==> src/verilog/acrs_map.vh <==
`ifndef ACRS_MAP_VH
`define ACRS_MAP_VH
// Clock rate of core_clk in kHz.
`define ACRS_CLK_KHZ 50000
// Calibration times in milliseconds.
`define ACRS_CAL_NOM_MS 200
`define ACRS_CAL_MAX_MS 550
// Cycle count for the nominal calibration time, an exact product with no rounding.
`define ACRS_CAL_NOM_CYC (`ACRS_CAL_NOM_MS * `ACRS_CLK_KHZ)
// Delay-locked loop relock time in microseconds.
`define ACRS_LOCK_US 52
// Relock cycle count at the top rate, rounded up.
`define ACRS_LOCK_CYC ((`ACRS_LOCK_US * `ACRS_CLK_KHZ + 999) / 1000)
// Divider select pin encodings.
`define ACRS_DIVSEL_LOW 2'h0
`define ACRS_DIVSEL_FLOAT 2'h1
`define ACRS_DIVSEL_HIGH 2'h2
// Divide ratio codes.
`define ACRS_DIV1 2'h0
`define ACRS_DIV2 2'h1
`define ACRS_DIV4 2'h2
// Calibration sequencer states.
`define ACRS_ST_IDLE 2'h0
`define ACRS_ST_HELD 2'h1
`define ACRS_ST_LOCK 2'h2
`define ACRS_ST_CAL 2'h3
`endif

==> src/verilog/acrs_calibration_sequencer.v <==
`timescale 1ns/100ps
`include "acrs_map.vh"
// Function
// - Detector frees the line once supplies settle; pull-up starts it.
// - Every rising edge of the trigger line starts a calibration.
// - Over-range flag high while trigger low, until calibration finishes.
// - Over-range input during completion keeps the flag high.
// - Output clock held low while trigger is low.
// - Output clock resumes at the next divider enable after release.
// - Calibration nominally 200 ms, never over 550 ms.
// - Divider sits in series with the input clock; enables phase slip.
// - Divider pin: low divides by 2, floating by 1, high by 4.
// - Serially programmed divide ratio overrides the divider pin.
// - Allow up to 52 us relock after any input clock change; the code restarts the relock wait only on a divide-ratio change.
module acrs_calibration_sequencer #(
  parameter CAL_CYCLES = `ACRS_CAL_NOM_CYC,
  parameter LOCK_CYCLES = `ACRS_LOCK_CYC
) (
  // Clock and reset.
  input wire core_clk,
  input wire reset,
  // Power-on detector and trigger line (open drain).
  input wire supply_good,
  input wire calibration_trigger_n_in,
  output wire calibration_trigger_n_out,
  output wire calibration_trigger_n_oe,
  // Divider controls.
  input wire [1:0] divider_select_pin,
  input wire cfg_div_valid,
  input wire [1:0] cfg_div_code,
  input wire phase_slip,
  // Converter status and outputs.
  input wire over_range_in,
  output reg over_range_reg,
  output reg output_clock_reg,
  output wire sample_enable,
  output reg cal_busy_reg,
  output reg dll_locked_reg
);
  reg [1:0] state_reg;
  reg [1:0] state_next;
  reg [24:0] count_reg;
  reg [24:0] count_next;
  reg trig_prev_reg;
  reg por_hold_reg;
  reg seen_low_reg;
  reg [11:0] lock_reg;
  wire [1:0] div_code;
  wire div_change;
  wire div_tick;
  wire trig_low;
  wire trig_rise;

  // The detector holds the line low until supplies are good, then lets go.
  always @(posedge core_clk or posedge reset) begin
    if (reset) begin
      por_hold_reg <= 1'b1;
    end else if (supply_good) begin
      por_hold_reg <= 1'b0;
    end
  end

  // Open-drain: drive only a low; the pull-up supplies the high level.
  assign calibration_trigger_n_out = 1'b0;
  assign calibration_trigger_n_oe = por_hold_reg;

  // The line level is the wired result seen on the input pin.
  assign trig_low = ~calibration_trigger_n_in;
  // A rise needs a low seen first, so a line high from reset does not fire.
  assign trig_rise = seen_low_reg & trig_prev_reg == 1'b0 & ~trig_low;

  // Edge history of the trigger line.
  always @(posedge core_clk or posedge reset) begin
    if (reset) begin
      trig_prev_reg <= 1'b1;
      seen_low_reg <= 1'b0;
    end else begin
      trig_prev_reg <= ~trig_low;
      if (trig_low) begin
        seen_low_reg <= 1'b1;
      end
    end
  end

  // Ratio selection from pin or serial setting.
  acrs_divider_select u_select (
    .core_clk(core_clk),
    .reset(reset),
    .divider_select_pin(divider_select_pin),
    .cfg_div_valid(cfg_div_valid),
    .cfg_div_code(cfg_div_code),
    .div_code_reg(div_code),
    .div_change_reg(div_change)
  );

  // Divider in series with the conversion clock.
  acrs_clock_divider u_divider (
    .core_clk(core_clk),
    .reset(reset),
    .div_code(div_code),
    .sync_clear(phase_slip),
    .div_tick(div_tick)
  );

  assign sample_enable = div_tick;

  // Relock counter restarts on a ratio change; locked when it runs out.
  always @(posedge core_clk or posedge reset) begin
    if (reset) begin
      lock_reg <= 12'h000;
      dll_locked_reg <= 1'b0;
    end else if (div_change) begin
      lock_reg <= 12'h000;
      dll_locked_reg <= 1'b0;
    end else if (lock_reg < LOCK_CYCLES[11:0] - 12'h001) begin
      lock_reg <= lock_reg + 12'h001;
    end else begin
      dll_locked_reg <= 1'b1;
    end
  end

  // Sequencer: held while low, start on the rising edge, then count.
  always @* begin
    state_next = state_reg;
    count_next = count_reg;
    if (trig_low) begin
      state_next = `ACRS_ST_HELD;
      count_next = 25'h0000000;
    end else begin
      case (state_reg)
        `ACRS_ST_IDLE: begin
          if (trig_rise) begin
            state_next = `ACRS_ST_CAL;
          end
        end
        `ACRS_ST_HELD: begin
          state_next = `ACRS_ST_CAL;
        end
        `ACRS_ST_CAL: begin
          // Counting every core_clk keeps the length fixed whatever the ratio.
          if (count_reg >= CAL_CYCLES[24:0] - 25'h0000001) begin
            state_next = `ACRS_ST_IDLE;
          end else begin
            count_next = count_reg + 25'h0000001;
          end
        end
        default: state_next = `ACRS_ST_IDLE;
      endcase
    end
  end

  // State and counter registers.
  always @(posedge core_clk or posedge reset) begin
    if (reset) begin
      state_reg <= `ACRS_ST_IDLE;
      count_reg <= 25'h0000000;
    end else begin
      state_reg <= state_next;
      count_reg <= count_next;
    end
  end

  // Busy while low or while calibrating; the over-range flag below uses the same condition.
  always @(posedge core_clk or posedge reset) begin
    if (reset) begin
      cal_busy_reg <= 1'b1;
    end else begin
      cal_busy_reg <= trig_low | (state_next != `ACRS_ST_IDLE);
    end
  end

  // Over-range forced high when busy; normal report otherwise.
  always @(posedge core_clk or posedge reset) begin
    if (reset) begin
      over_range_reg <= 1'b1;
    end else if (trig_low || state_next != `ACRS_ST_IDLE) begin
      over_range_reg <= 1'b1;
    end else begin
      over_range_reg <= over_range_in;
    end
  end

  // Output clock low while the line is low; toggles at each enable after.
  always @(posedge core_clk or posedge reset) begin
    if (reset) begin
      output_clock_reg <= 1'b0;
    end else if (trig_low) begin
      output_clock_reg <= 1'b0;
    end else if (div_tick) begin
      output_clock_reg <= ~output_clock_reg;
    end
  end
endmodule

==> src/verilog/acrs_clock_divider.v <==
`timescale 1ns/100ps
`include "acrs_map.vh"
// Divides core_clk into a one-cycle enable at rate 1, 1/2 or 1/4.
module acrs_clock_divider (
  // Clock and reset.
  input wire core_clk,
  input wire reset,
  // Control.
  input wire [1:0] div_code,
  input wire sync_clear,
  // Divided enable.
  output wire div_tick
);
  reg [1:0] count_reg;
  reg [1:0] count_next;
  reg tick;

  // Phase slip: sync_clear restarts the count so converters line up.
  always @* begin
    tick = 1'b0;
    count_next = count_reg + 2'h1;
    case (div_code)
      `ACRS_DIV2: tick = (count_reg[0] == 1'b1);
      `ACRS_DIV4: tick = (count_reg == 2'h3);
      default: tick = 1'b1;
    endcase
    if (sync_clear) begin
      count_next = 2'h0;
    end
  end

  // Counter register.
  always @(posedge core_clk or posedge reset) begin
    if (reset) begin
      count_reg <= 2'h0;
    end else begin
      count_reg <= count_next;
    end
  end

  assign div_tick = tick & ~sync_clear;
endmodule

==> src/verilog/acrs_divider_select.v <==
`timescale 1ns/100ps
`include "acrs_map.vh"
// Picks the divide ratio from the pin, unless software has programmed one.
module acrs_divider_select (
  // Clock and reset.
  input wire core_clk,
  input wire reset,
  // Pin and serial-port setting.
  input wire [1:0] divider_select_pin,
  input wire cfg_div_valid,
  input wire [1:0] cfg_div_code,
  // Result.
  output reg [1:0] div_code_reg,
  output reg div_change_reg
);
  reg prog_reg;
  reg [1:0] prog_code_reg;
  reg [1:0] div_code_next;

  // Translate the three-level pin to a ratio code.
  function [1:0] acrs_pin_ratio;
    input [1:0] pin;
    begin
      case (pin)
        `ACRS_DIVSEL_LOW: acrs_pin_ratio = `ACRS_DIV2;
        `ACRS_DIVSEL_HIGH: acrs_pin_ratio = `ACRS_DIV4;
        default: acrs_pin_ratio = `ACRS_DIV1;
      endcase
    end
  endfunction

  // A programmed ratio sticks until reset and overrides the pin.
  always @* begin
    if (prog_reg) begin
      div_code_next = prog_code_reg;
    end else begin
      div_code_next = acrs_pin_ratio(divider_select_pin);
    end
  end

  // Registered ratio; a change is flagged so the lock wait restarts.
  always @(posedge core_clk or posedge reset) begin
    if (reset) begin
      prog_reg <= 1'b0;
      prog_code_reg <= `ACRS_DIV1;
      div_code_reg <= `ACRS_DIV1;
      div_change_reg <= 1'b0;
    end else begin
      if (cfg_div_valid && cfg_div_code != 2'h3) begin
        prog_reg <= 1'b1;
        prog_code_reg <= cfg_div_code;
      end
      div_code_reg <= div_code_next;
      div_change_reg <= (div_code_next != div_code_reg);
    end
  end
endmodule

==> config.mk <==
export PLATFORM = sky130hd
export DESIGN_NAME = acrs_calibration_sequencer
export DESIGN_NICKNAME = d
export VERILOG_FILES = /design/src/verilog/acrs_calibration_sequencer.v /design/src/verilog/acrs_clock_divider.v /design/src/verilog/acrs_divider_select.v
export VERILOG_INCLUDE_DIRS = /design/src /design/src/verilog
export SDC_FILE = /design/constraint.sdc
export NUM_CORES = 1
export LEC_CHECK = 0
export ABC_AREA = 1
export ABC_CLOCK_PERIOD_IN_PS = 1900
export BUFFER_PORTS_ARGS = -buffer_cell sky130_fd_sc_hd__buf_4
export CAP_MARGIN = 15
export CORE_MARGIN = 2
export CORE_UTILIZATION = 40
export DETAILED_ROUTE_END_ITERATION = 8
export PLACE_DENSITY = 0.6
export SKIP_LAST_GASP = 1
export SYNTH_ARGS = -nofsm -noshare
export SYNTH_HDL_FRONTEND = slang
export SYNTH_SLANG_ARGS = --single-unit
export TNS_END_PERCENT = 1
==> constraint.sdc <==
create_clock -name core_clk -period 1.9 [get_ports core_clk]
set_input_delay 0.19 -clock core_clk [delete_from_list [all_inputs] [get_ports core_clk]]
set_output_delay 0.19 -clock core_clk [all_outputs]
set_load 0.05 [all_outputs]
==> flow_summary.ini, run 1 <==
[detailed_routing]
finalWirelength_microns = 7380
detailedRoute.firstPassIterationCount = 5
wl_per_instance_microns = 11.5
detailroute.via_count = 3105
drt_antenna_net_count = 0
remaining_drc_errors = 0
routed_via_density = 4.84
dr.first_iter.drc_count = 217

[cts]
number_of_buffers_inserted_during_clock_tree_synthesis = 5
clkSlewWorstSetupHoldPaths_ns = 0.11
cts.path.max_buffers = 2
clock_tree_from_tritoncts = yes
root_buffer = sky130_fd_sc_hd__clkbuf_8
clock_latency_on_the_worst_skew_pair_ns = 0.32
cts.sink_count = 54
number_of_levels_the_h_tree_was_split_into = 2

[run]
drv.max_cap_violation_count = 0

[worst_setup_path]
startpoint_to_endpoint_class_of_the_critical_path = register to register
worst-path-stages = 11
worst-endpoint-required_ns = 2.16
crit_arrival_ns = 2.01
end_kind = register
worstRegToRegCells = 11
crit_buf_inv = 1
timing.rr.start = count_reg[0]
kind_of_cell_adding_the_most_delay_to_the_critical_path = simple AND/OR/NAND/NOR gates
reg2reg_slack_ns = 0.15
critical-path-slowest-cell = sky130_fd_sc_hd__dfrtp_1
cp_max_fo = 29
r2r-end = count_reg[3]
critical_path.cell_chain = ha_1 -> nand3_1 -> nor2_4 -> nand2_1 -> nor2_1 -> nor2_1 -> buf_12 -> nand3_1 -> nand2_1 -> nand2_1 -> nor2_1
cp_slowest_stage_delay_ns = 0.43
worstSetupStartpointType = register

[yosys]
synth_nets = 522
synthDominantCellAreaShare = 0.370
syn_warnings = 0
synth_commonest_cells = sky130_fd_sc_hd__nand2_1, sky130_fd_sc_hd__nor2_1, sky130_fd_sc_hd__inv_1, sky130_fd_sc_hd__dfrtp_1, sky130_fd_sc_hd__nand3_1
synth.distinct_cells = 30
ys_ff_latch = 54
netlist_area_sq_um = 3380
synth.largest_area_cell = sky130_fd_sc_hd__dfrtp_1
postSynth.topFlopCell = sky130_fd_sc_hd__dfrtp_1
asyncSetResetFlopFracSynth = 1.00
synth_sequential_area_ratio = 0.401
post_synthesis_area_per_instance_sq_um = 6.69
yosys.cell_count.top_type = sky130_fd_sc_hd__nand2_1
yosys-top-cells-area = sky130_fd_sc_hd__dfrtp_1, sky130_fd_sc_hd__nand2_1, sky130_fd_sc_hd__nor2_1, sky130_fd_sc_hd__inv_1, sky130_fd_sc_hd__nand3_1
edff_count_synth = 0
synthesis.instances = 506

[place]
count_of_buffers_from_port_buffering = 16
routabilityCongestion = 0.976
placed_area_sq_um = 3680
dp_hpwl_microns = 5570
placed_cells_incl_taps = 629

[worst_hold_path]
worst_hold_path.endpoint = u_divider.count_reg[1]
hold_path_class = input pin to register
hold_path_startpoint = phase_slip
timing.hold.worst_path_depth = 2

[grt]
grt_first_pass_wirelength_microns = 12800
grt_max_degree = 30
gr-usage-all-layers = 0.176
grt_antenna_before_repair = 0
grt_overflow = 0
first_global_vias = 2799

[layout]
non_filler_cell_area_final_sq_um = 3820
number_of_flip_flops_under_the_largest_register_name = 25
layout-drive-gt1-share = 0.108
flow.area_growth_from_synthesis_pct = 13.0
layoutNonFillerInstCount = 642
filler_cell_count = 859
n_antenna_cell = 0
finalNetCount = 552

[timing]
max_freq_mhz = 572
clock-skew-final_ns = 0.00450
timing.final.crit_share = 0.920
final-setup-viol-count = 0
finalWorstPathRequiredPeriod_ns = 1.75
slew-limit-headroom = 0.581
tightestPinTransition_ns = 0.628
drv_slew = 0
timing.final.hold_violations = 0
rsz0062_at_grt = yes

[outcome]
run_status = complete, no violations

[floorplanning]
fp.dieW_microns = 96.0
core_region_area_sq_um = 8220
die_h_microns = 96.0
core.rowCount = 33
dieArea_sq_um = 9210
io-pin-count = 18
start_util = 0.412

[power_and_ir_drop]
pwr_density_cell_nw_per_um2 = 590
peakVddDrop_mv = 0.379
p_leak_nw = 1.84
timing repair:
action,CTS,global route
hold buffers,2,0
gates resized for setup,0,2
hold endpoints to repair,25,0
setup endpoints to repair,0,21
setup buffers,0,3
placed cells by master (no fill, tap or decap), types with 3 or more instances in the layout:
cell type / netlist / final
sky130_fd_sc_hd__nand2_1: 156 / 154
sky130_fd_sc_hd__nor2_1: 87 / 87
sky130_fd_sc_hd__inv_1: 68 / 67
sky130_fd_sc_hd__dfrtp_1: 50 / 50
sky130_fd_sc_hd__nand3_1: 41 / 41
sky130_fd_sc_hd__buf_4: 1 / 30
sky130_fd_sc_hd__nand4_1: 19 / 19
sky130_fd_sc_hd__o21ai_0: 16 / 16
sky130_fd_sc_hd__a21oi_1: 10 / 10
sky130_fd_sc_hd__xor2_1: 10 / 10
sky130_fd_sc_hd__nor3_1: 8 / 8
sky130_fd_sc_hd__ha_1: 5 / 5
sky130_fd_sc_hd__clkbuf_8: 0 / 5
sky130_fd_sc_hd__nand2_2: 2 / 4
sky130_fd_sc_hd__dfstp_2: 4 / 4
sky130_fd_sc_hd__nor2_2: 3 / 3
sky130_fd_sc_hd__inv_2: 2 / 3
worst reg2reg max path: cells and delay by family, from the launching register on:
| family | cells | cell delay, ns |
|---|---|---|
| simple gates | 9 | 0.79 |
| buf+inv | 1 | 0.21 |
| flops | 1 | 0.43 |
| fa+ha+maj | 1 | 0.24 |
layer usage:
layer	vias up	global-route usage	wire [microns]
li1	1636	-	-
met1	1411	0.249	3620
met2	50	0.280	3380
met3	8	0.0282	308
met4	0	0.0440	80
met5	-	0	0
metrics by stage:
stage / utilization / TNS [ns] / setup slack [ns] / hold WS, ns / power (W)
after detailed placement: 0.448 / 0 / 0.122 / 0.311 / 0.00158
after floorplan: - / 0 / 0.223 / 0.194 / 0.00147
after global routing: 0.465 / -0.553 / -0.0598 / 0.0109 / 0.00239
after CTS: 0.462 / 0 / 0.0958 / 0.0121 / 0.00230
final: 0.465 / 0 / 0.152 / 0.0245 / 0.00226
after global placement: 0.448 / 0 / 0.178 / 0.306 / 0.00157
kinds of logic (layout without fill, tap and decap cells):
family	after synthesis	count (layout)	synth area share
AO/OA/AOI/OAI	30	30	0.0466
XOR/XNOR	11	11	0.0285
adder cells (fa/ha/maj)	5	5	0.0185
buffers and inverters	82	113	0.102
flip-flops	54	54	0.401
other	1	1	0.00111
AND/OR/NAND/NOR	323	323	0.402
worst max-delay path by stage:
| stage | from | to |
|---|---|---|
| after floorplan | lock_reg[0] | lock_reg[2] |
| after global placement | count_reg[0] | count_reg[17] |
| after detailed placement | count_reg[0] | count_reg[11] |
| after CTS | count_reg[0] | count_reg[22] |
| after global routing | count_reg[0] | count_reg[10] |
| final | count_reg[0] | count_reg[3] |
report_power, final:
group | switching, W | internal, W | total, W
Sequential | 0.0000311 | 0.00120 | 0.00123
Clock | 0.000428 | 0.000274 | 0.000702
Combinational | 0.000214 | 0.000110 | 0.000325
layout make-up:
cell class              count  area [sq um]  share of cell area
repair buffers             34           285              0.0746
clock buffers               5          68.8              0.0180
clock inverters             3          28.8             0.00753
multi-input cells         370          1690               0.441
well taps                 105           131              0.0344
flip-flops and latches     54          1360               0.355
inverters                  71           267              0.0697
Note: power is estimated with default switching activity, not from simulation.
==> run 2: changes to the inputs <==
ABC_AREA = not set   (was 1)
PLACE_DENSITY = 0.61   (was 0.6)
==> flow_summary.ini, run 2 <==
[outcome]
run_status = finished with violations
failed_checks = setup timing

[yosys]
yosys.cell_count.top_type = sky130_fd_sc_hd__dfrtp_1
syn_warnings = 0
asyncSetResetFlopFracSynth = 1.00
post_synthesis_area_per_instance_sq_um = 9.88
synthDominantCellAreaShare = 0.448
synth_sequential_area_ratio = 0.485
yosys-top-cells-area = sky130_fd_sc_hd__dfrtp_1, sky130_fd_sc_hd__mux2i_1, sky130_fd_sc_hd__nand2_1, sky130_fd_sc_hd__dfstp_2, sky130_fd_sc_hd__nor2_1
synth.largest_area_cell = sky130_fd_sc_hd__dfrtp_1
postSynth.topFlopCell = sky130_fd_sc_hd__dfrtp_1
synth.distinct_cells = 51
synthesis.instances = 283
ys_ff_latch = 54
synth_nets = 299
netlist_area_sq_um = 2800
edff_count_synth = 0
synth_commonest_cells = sky130_fd_sc_hd__dfrtp_1, sky130_fd_sc_hd__nand2_1, sky130_fd_sc_hd__nor2_1

[worst_setup_path]
cp_max_fo = 5
kind_of_cell_adding_the_most_delay_to_the_critical_path = simple AND/OR/NAND/NOR gates
cp_slowest_stage_delay_ns = 0.41
worstSetupStartpointType = register
startpoint_to_endpoint_class_of_the_critical_path = register to register
reg2reg_slack_ns = -0.18
critical_path.cell_chain = buf_6 -> nor4bb_4 -> nand4_1 -> nor3_2 -> buf_4 -> nor4_4 -> buf_4 -> a21bo_2 -> a21oi_2
end_kind = register
critical-path-top-cell-by-count = sky130_fd_sc_hd__buf_4
worst-endpoint-required_ns = 2.14
crit_buf_inv = 3
crit_arrival_ns = 2.33
critical-path-slowest-cell = sky130_fd_sc_hd__dfrtp_1

[layout]
flow.area_growth_from_synthesis_pct = 28.7
finalNetCount = 370
number_of_flip_flops_under_the_largest_register_name = 25
non_filler_cell_area_final_sq_um = 3600
layout-drive-gt1-share = 0.296
layout.cells.most_common = sky130_fd_sc_hd__buf_4
n_antenna_cell = 0
post-route-util = 0.530
layout.cells.most_common_list = sky130_fd_sc_hd__buf_4, sky130_fd_sc_hd__dfrtp_1, sky130_fd_sc_hd__nand2_1, sky130_fd_sc_hd__nor2_1, sky130_fd_sc_hd__mux2i_1

[grt]
grt_first_pass_wirelength_microns = 10300
gr-usage-all-layers = 0.168
first_global_vias = 2311
grt_overflow = 0
grt_antenna_before_repair = 0
grt_max_degree = 55

[detailed_routing]
detailroute.via_count = 2259
remaining_drc_errors = 0
drt_antenna_net_count = 0
routed_via_density = 5.01
dr.first_iter.drc_count = 81
wl_per_instance_microns = 12.9
finalWirelength_microns = 5810
detailedRoute.firstPassIterationCount = 4

[timing]
rsz0062_at_grt = yes
timing.final.crit_share = 1.10
clock-skew-final_ns = 0.00864
finalWorstPathRequiredPeriod_ns = 2.08
hold-worst-slack_ns = 0.0226
slew-limit-headroom = 0.665
max_freq_mhz = 480
timing.final.hold_violations = 0
drv_slew = 0
fin_ws_ns = -0.182
tightestPinTransition_ns = 0.500
final-setup-viol-count = 39

[power_and_ir_drop]
p_leak_nw = 1.67
pwr_density_cell_nw_per_um2 = 630
peakVddDrop_mv = 0.375
p_total_w = 0.00227

[run]
drv.max_cap_violation_count = 0

[cts]
clock_latency_on_the_worst_skew_pair_ns = 0.31
number_of_buffers_inserted_during_clock_tree_synthesis = 5
cts.sink_count = 54
cts.path.max_buffers = 2
clock_tree_from_tritoncts = yes
root_buffer = sky130_fd_sc_hd__clkbuf_8
clkSlewWorstSetupHoldPaths_ns = 0.11
number_of_levels_the_h_tree_was_split_into = 2

[place]
placed_area_sq_um = 3360
routabilityCongestion = 0.812
count_of_buffers_from_port_buffering = 16
dp_hpwl_microns = 3970
worst_setup_slack_before_clock_tree_synthesis_ns = -0.292

[floorplanning]
io-pin-count = 18
die_h_microns = 87.6
core.rowCount = 30
start_util = 0.411
fp.dieW_microns = 87.6
dieArea_sq_um = 7670
core_region_area_sq_um = 6790

[worst_hold_path]
hold_path_class = input pin to register
## run 2: changes by cell type in the layout (fill, tap and decap cells not counted), sizes merged, moves of 5 or more
cell and change:
nor3 -5, nor2 -63, o21ai -9, buf +38, a21oi +5, nand3 -27, nand4 -6, mux2i +14
nand2 -125, nand2b +13, inv -60, nand3b +5
## run 2: worst reg2reg max path: cells and delay by family (launching register included)
| family | cells | cell delay, ns |
|---|---|---|
| AO/OA/AOI/OAI | 2 | 0.32 |
| flip-flops | 1 | 0.41 |
| buffers and inverters | 3 | 0.45 |
| AND/OR/NAND/NOR | 4 | 0.84 |
## run 2: cells by family (layout without fill, tap and decap cells)
group	count (synthesis)	after routing	synth area share
other	1	1	0.00134
buffers and inverters	17	89	0.0246
adders and majority gates	5	5	0.0224
and+or+nand+nor	136	136	0.266
muxes	14	14	0.0501
xor gates and xnor gates	10	10	0.0313
AOI/OAI and AO/OA	46	46	0.119
DFF	54	54	0.485
## run 2: routing by layer
layer / GRT usage / wire length, microns
met4: 0.0462 / 29
met5: 0 / 0
met1: 0.226 / 2860
met3: 0.0302 / 137
met2: 0.280 / 2780
## run 2: final timing paths
check | startpoint | endpoint | depth (start not counted)
min in group asynchronous | reset | u_divider.count_reg[0] | 4
max in group asynchronous | reset | calibration_trigger_n_oe | 4
worst max-delay path | count_reg[14] | count_reg[8] | 9
worst min-delay path | phase_slip | u_divider.count_reg[1] | 2
worst min register to register | u_divider.count_reg[0] | u_divider.count_reg[0] | 1
worst max register to register | count_reg[14] | count_reg[8] | 9
## run 2: report_power, final
group	switching (W)	total [W]	internal, W
Combinational	0.000187	0.000333	0.000146
Sequential	0.0000463	0.00125	0.00120
Clock	0.000414	0.000687	0.000272
Total	0.000648	0.00227	0.00162
## run 2: metrics by stage
stage / instances / setup TNS (ns)
floorplan: 283 / -0.332
global placement: 433 / -5.07
detailed placement: 433 / -6.40
CTS: 446 / -3.71
global route: 451 / -9.61
finish: 451 / -4.18
## run 2: repair_timing
action                                  in CTS  in global routing
cloned                                       0                  0
endpoints found under the setup margin      39                 41
hold endpoints to repair                    51                  0
setup buffers                                3                  5
hold buffers                                 2                  0
resized for setup                            4                  7
pin swaps                                    2                  6
## run 2: final cells by class
class	instances	area, sq um
Timing Repair Buffer	72	562
Clock inverter	3	26.3
Tap cell	96	120
Sequential cell	54	1360
Inverter	9	33.8
Multi-Input combinational cell	212	1430
Fill cell	622	3200
Clock buffer	5	68.8
==> run 3: changes to the inputs <==
HOLD_SLACK_MARGIN = 0.03   (was not set)
==> flow_summary.ini, run 3 (synthesized netlist as in run 2, its figures left out) <==
[outcome]
run_status = finished with violations
failed_checks = setup timing

[timing]
drv_slew = 0
slew-limit-headroom = 0.665
fin_ws_ns = -0.182
max_freq_mhz = 480
timing.final.crit_share = 1.10
tightestPinTransition_ns = 0.500
timing.final.hold_violations = 0
rsz0062_at_grt = yes
finalWorstPathRequiredPeriod_ns = 2.08
clock-skew-final_ns = 0.00901
final-setup-viol-count = 39
hold-worst-slack_ns = 0.0692

[worst_setup_path]
worstSetupStartpointType = register
worst_setup_path_startpoint = count_reg[14]
cp-endpoint = count_reg[8]
kind_of_cell_adding_the_most_delay_to_the_critical_path = simple AND/OR/NAND/NOR gates
timing.rr.start = count_reg[14]
cp_slowest_stage_delay_ns = 0.41
crit_arrival_ns = 2.33
critical-path-slowest-cell = sky130_fd_sc_hd__dfrtp_1
cp_max_fo = 5
crit_buf_inv = 3
startpoint_to_endpoint_class_of_the_critical_path = register to register
worst-path-stages = 9
critical-path-top-cell-by-count = sky130_fd_sc_hd__buf_4
critical_path.cell_chain = buf_6 -> nor4bb_4 -> nand4_1 -> nor3_2 -> buf_4 -> nor4_4 -> buf_4 -> a21bo_2 -> a21oi_2
worstRegToRegCells = 9
reg2reg_slack_ns = -0.18
worst-endpoint-required_ns = 2.14
end_kind = register
r2r-end = count_reg[8]

[floorplanning]
core.rowCount = 30
start_util = 0.411
core_region_area_sq_um = 6790
io-pin-count = 18
fp.dieW_microns = 87.6
die_h_microns = 87.6
dieArea_sq_um = 7670

[power_and_ir_drop]
pwr_density_cell_nw_per_um2 = 629
intPower_w = 0.00162
clkPwrFrac = 0.303
p_leak_nw = 1.68
power.combinational.fraction = 0.147
net_switching_power_w = 0.000648
sequentialPowerShare = 0.550
peakVddDrop_mv = 0.375
switching_share = 0.286

[worst_hold_path]
hold_path_class = input pin to register
timing.hold.worst_path_depth = 2

[grt]
grt_max_degree = 55
grt_first_pass_wirelength_microns = 10400
gr-usage-all-layers = 0.169
first_global_vias = 2319
grt_overflow = 0
grt_antenna_before_repair = 0

[cts]
clkSlewWorstSetupHoldPaths_ns = 0.11
root_buffer = sky130_fd_sc_hd__clkbuf_8
clock_latency_on_the_worst_skew_pair_ns = 0.31
clock_tree_from_tritoncts = yes
cts.path.max_buffers = 2
cts.sink_count = 54
number_of_buffers_inserted_during_clock_tree_synthesis = 5
number_of_levels_the_h_tree_was_split_into = 2

[detailed_routing]
wl_per_instance_microns = 12.9
detailroute.via_count = 2262
detailedRoute.firstPassIterationCount = 4
dr.first_iter.drc_count = 79
finalWirelength_microns = 5840
drt_antenna_net_count = 0
routed_via_density = 5.00
remaining_drc_errors = 0

[layout]
multi_input_comb_area_sq_um = 1430
n_antenna_cell = 0
post-route-util = 0.531
finalNetCount = 371
sequential_cell_area_sq_um = 1360
flow.area_growth_from_synthesis_pct = 29.1
layout-drive-gt1-share = 0.295
layout.cells.most_common_list = sky130_fd_sc_hd__buf_4, sky130_fd_sc_hd__dfrtp_1, sky130_fd_sc_hd__nand2_1, sky130_fd_sc_hd__nor2_1, sky130_fd_sc_hd__mux2i_1
layout.cells.most_common = sky130_fd_sc_hd__buf_4
number_of_flip_flops_under_the_largest_register_name = 25
filler_cell_count = 623

[place]
dp_hpwl_microns = 3970
routabilityCongestion = 0.812
count_of_buffers_from_port_buffering = 16

[run]
drv.max_cap_violation_count = 0
run 3: cell types whose count changed in the layout (fill, tap and decap cells not counted), sizes merged:
| cell | change |
|---|---|
| dlygate4sd3 | +1 |
run 3: layout make-up:
class	instances	share of cell area
repair buffers	73	0.158
flip-flops and latches	54	0.376
inverters	9	0.00936
clock buffers	5	0.0191
clock inverters	3	0.00728
multi-input cells	212	0.396
well taps	96	0.0333
run 3: through the flow:
step                setup TNS, ns  power (W)  instance area, sq um  worst slack, ns  cells
floorplan                  -0.332    0.00147                  2800          -0.0933    283
global placement            -5.07    0.00159                  3360           -0.294    433
detailed placement          -6.40    0.00160                  3360           -0.292    433
CTS                         -3.71    0.00230                  3530           -0.182    447
global route                -9.61    0.00239                  3610           -0.306    452
finish                      -4.17    0.00227                  3610           -0.182    452
run 3: worst min-delay path by stage:
stage | endpoint | slack (ns) | from
after floorplan | trig_prev_reg | 0.19 | calibration_trigger_n_in
after global placement | u_divider.count_reg[0] | 0.27 | reset
after detailed placement | u_divider.count_reg[1] | 0.27 | reset
after CTS | over_range_reg | 0.06 | over_range_in
after global routing | over_range_reg | 0.05 | over_range_in
final | over_range_reg | 0.07 | over_range_in
run 3: repair_timing:
action	4_1_cts	5_1_grt
setup endpoints to repair	39	41
hold endpoints to repair	53	0
setup buffers	3	5
hold buffers	3	0
pin swaps	2	6
gates resized for setup	4	7
run 3: power by group through the flow:
stage	clock, W	combinational, W	sequential, W
floorplan	0	0.000182	0.00128
global placement	0	0.000322	0.00127
detailed placement	0	0.000332	0.00127
CTS	0.000715	0.000339	0.00125
global route	0.000756	0.000374	0.00126
finish	0.000687	0.000335	0.00125
run 3: metal layers:
layer | global-route usage | share of wire | vias up
met2 | 0.281 | 0.48 | 28
met5 | 0 | 0 | -
li1 | - | - | 1145
met4 | 0.0462 | 0.0050 | 0
met3 | 0.0302 | 0.024 | 2
met1 | 0.227 | 0.49 | 1087
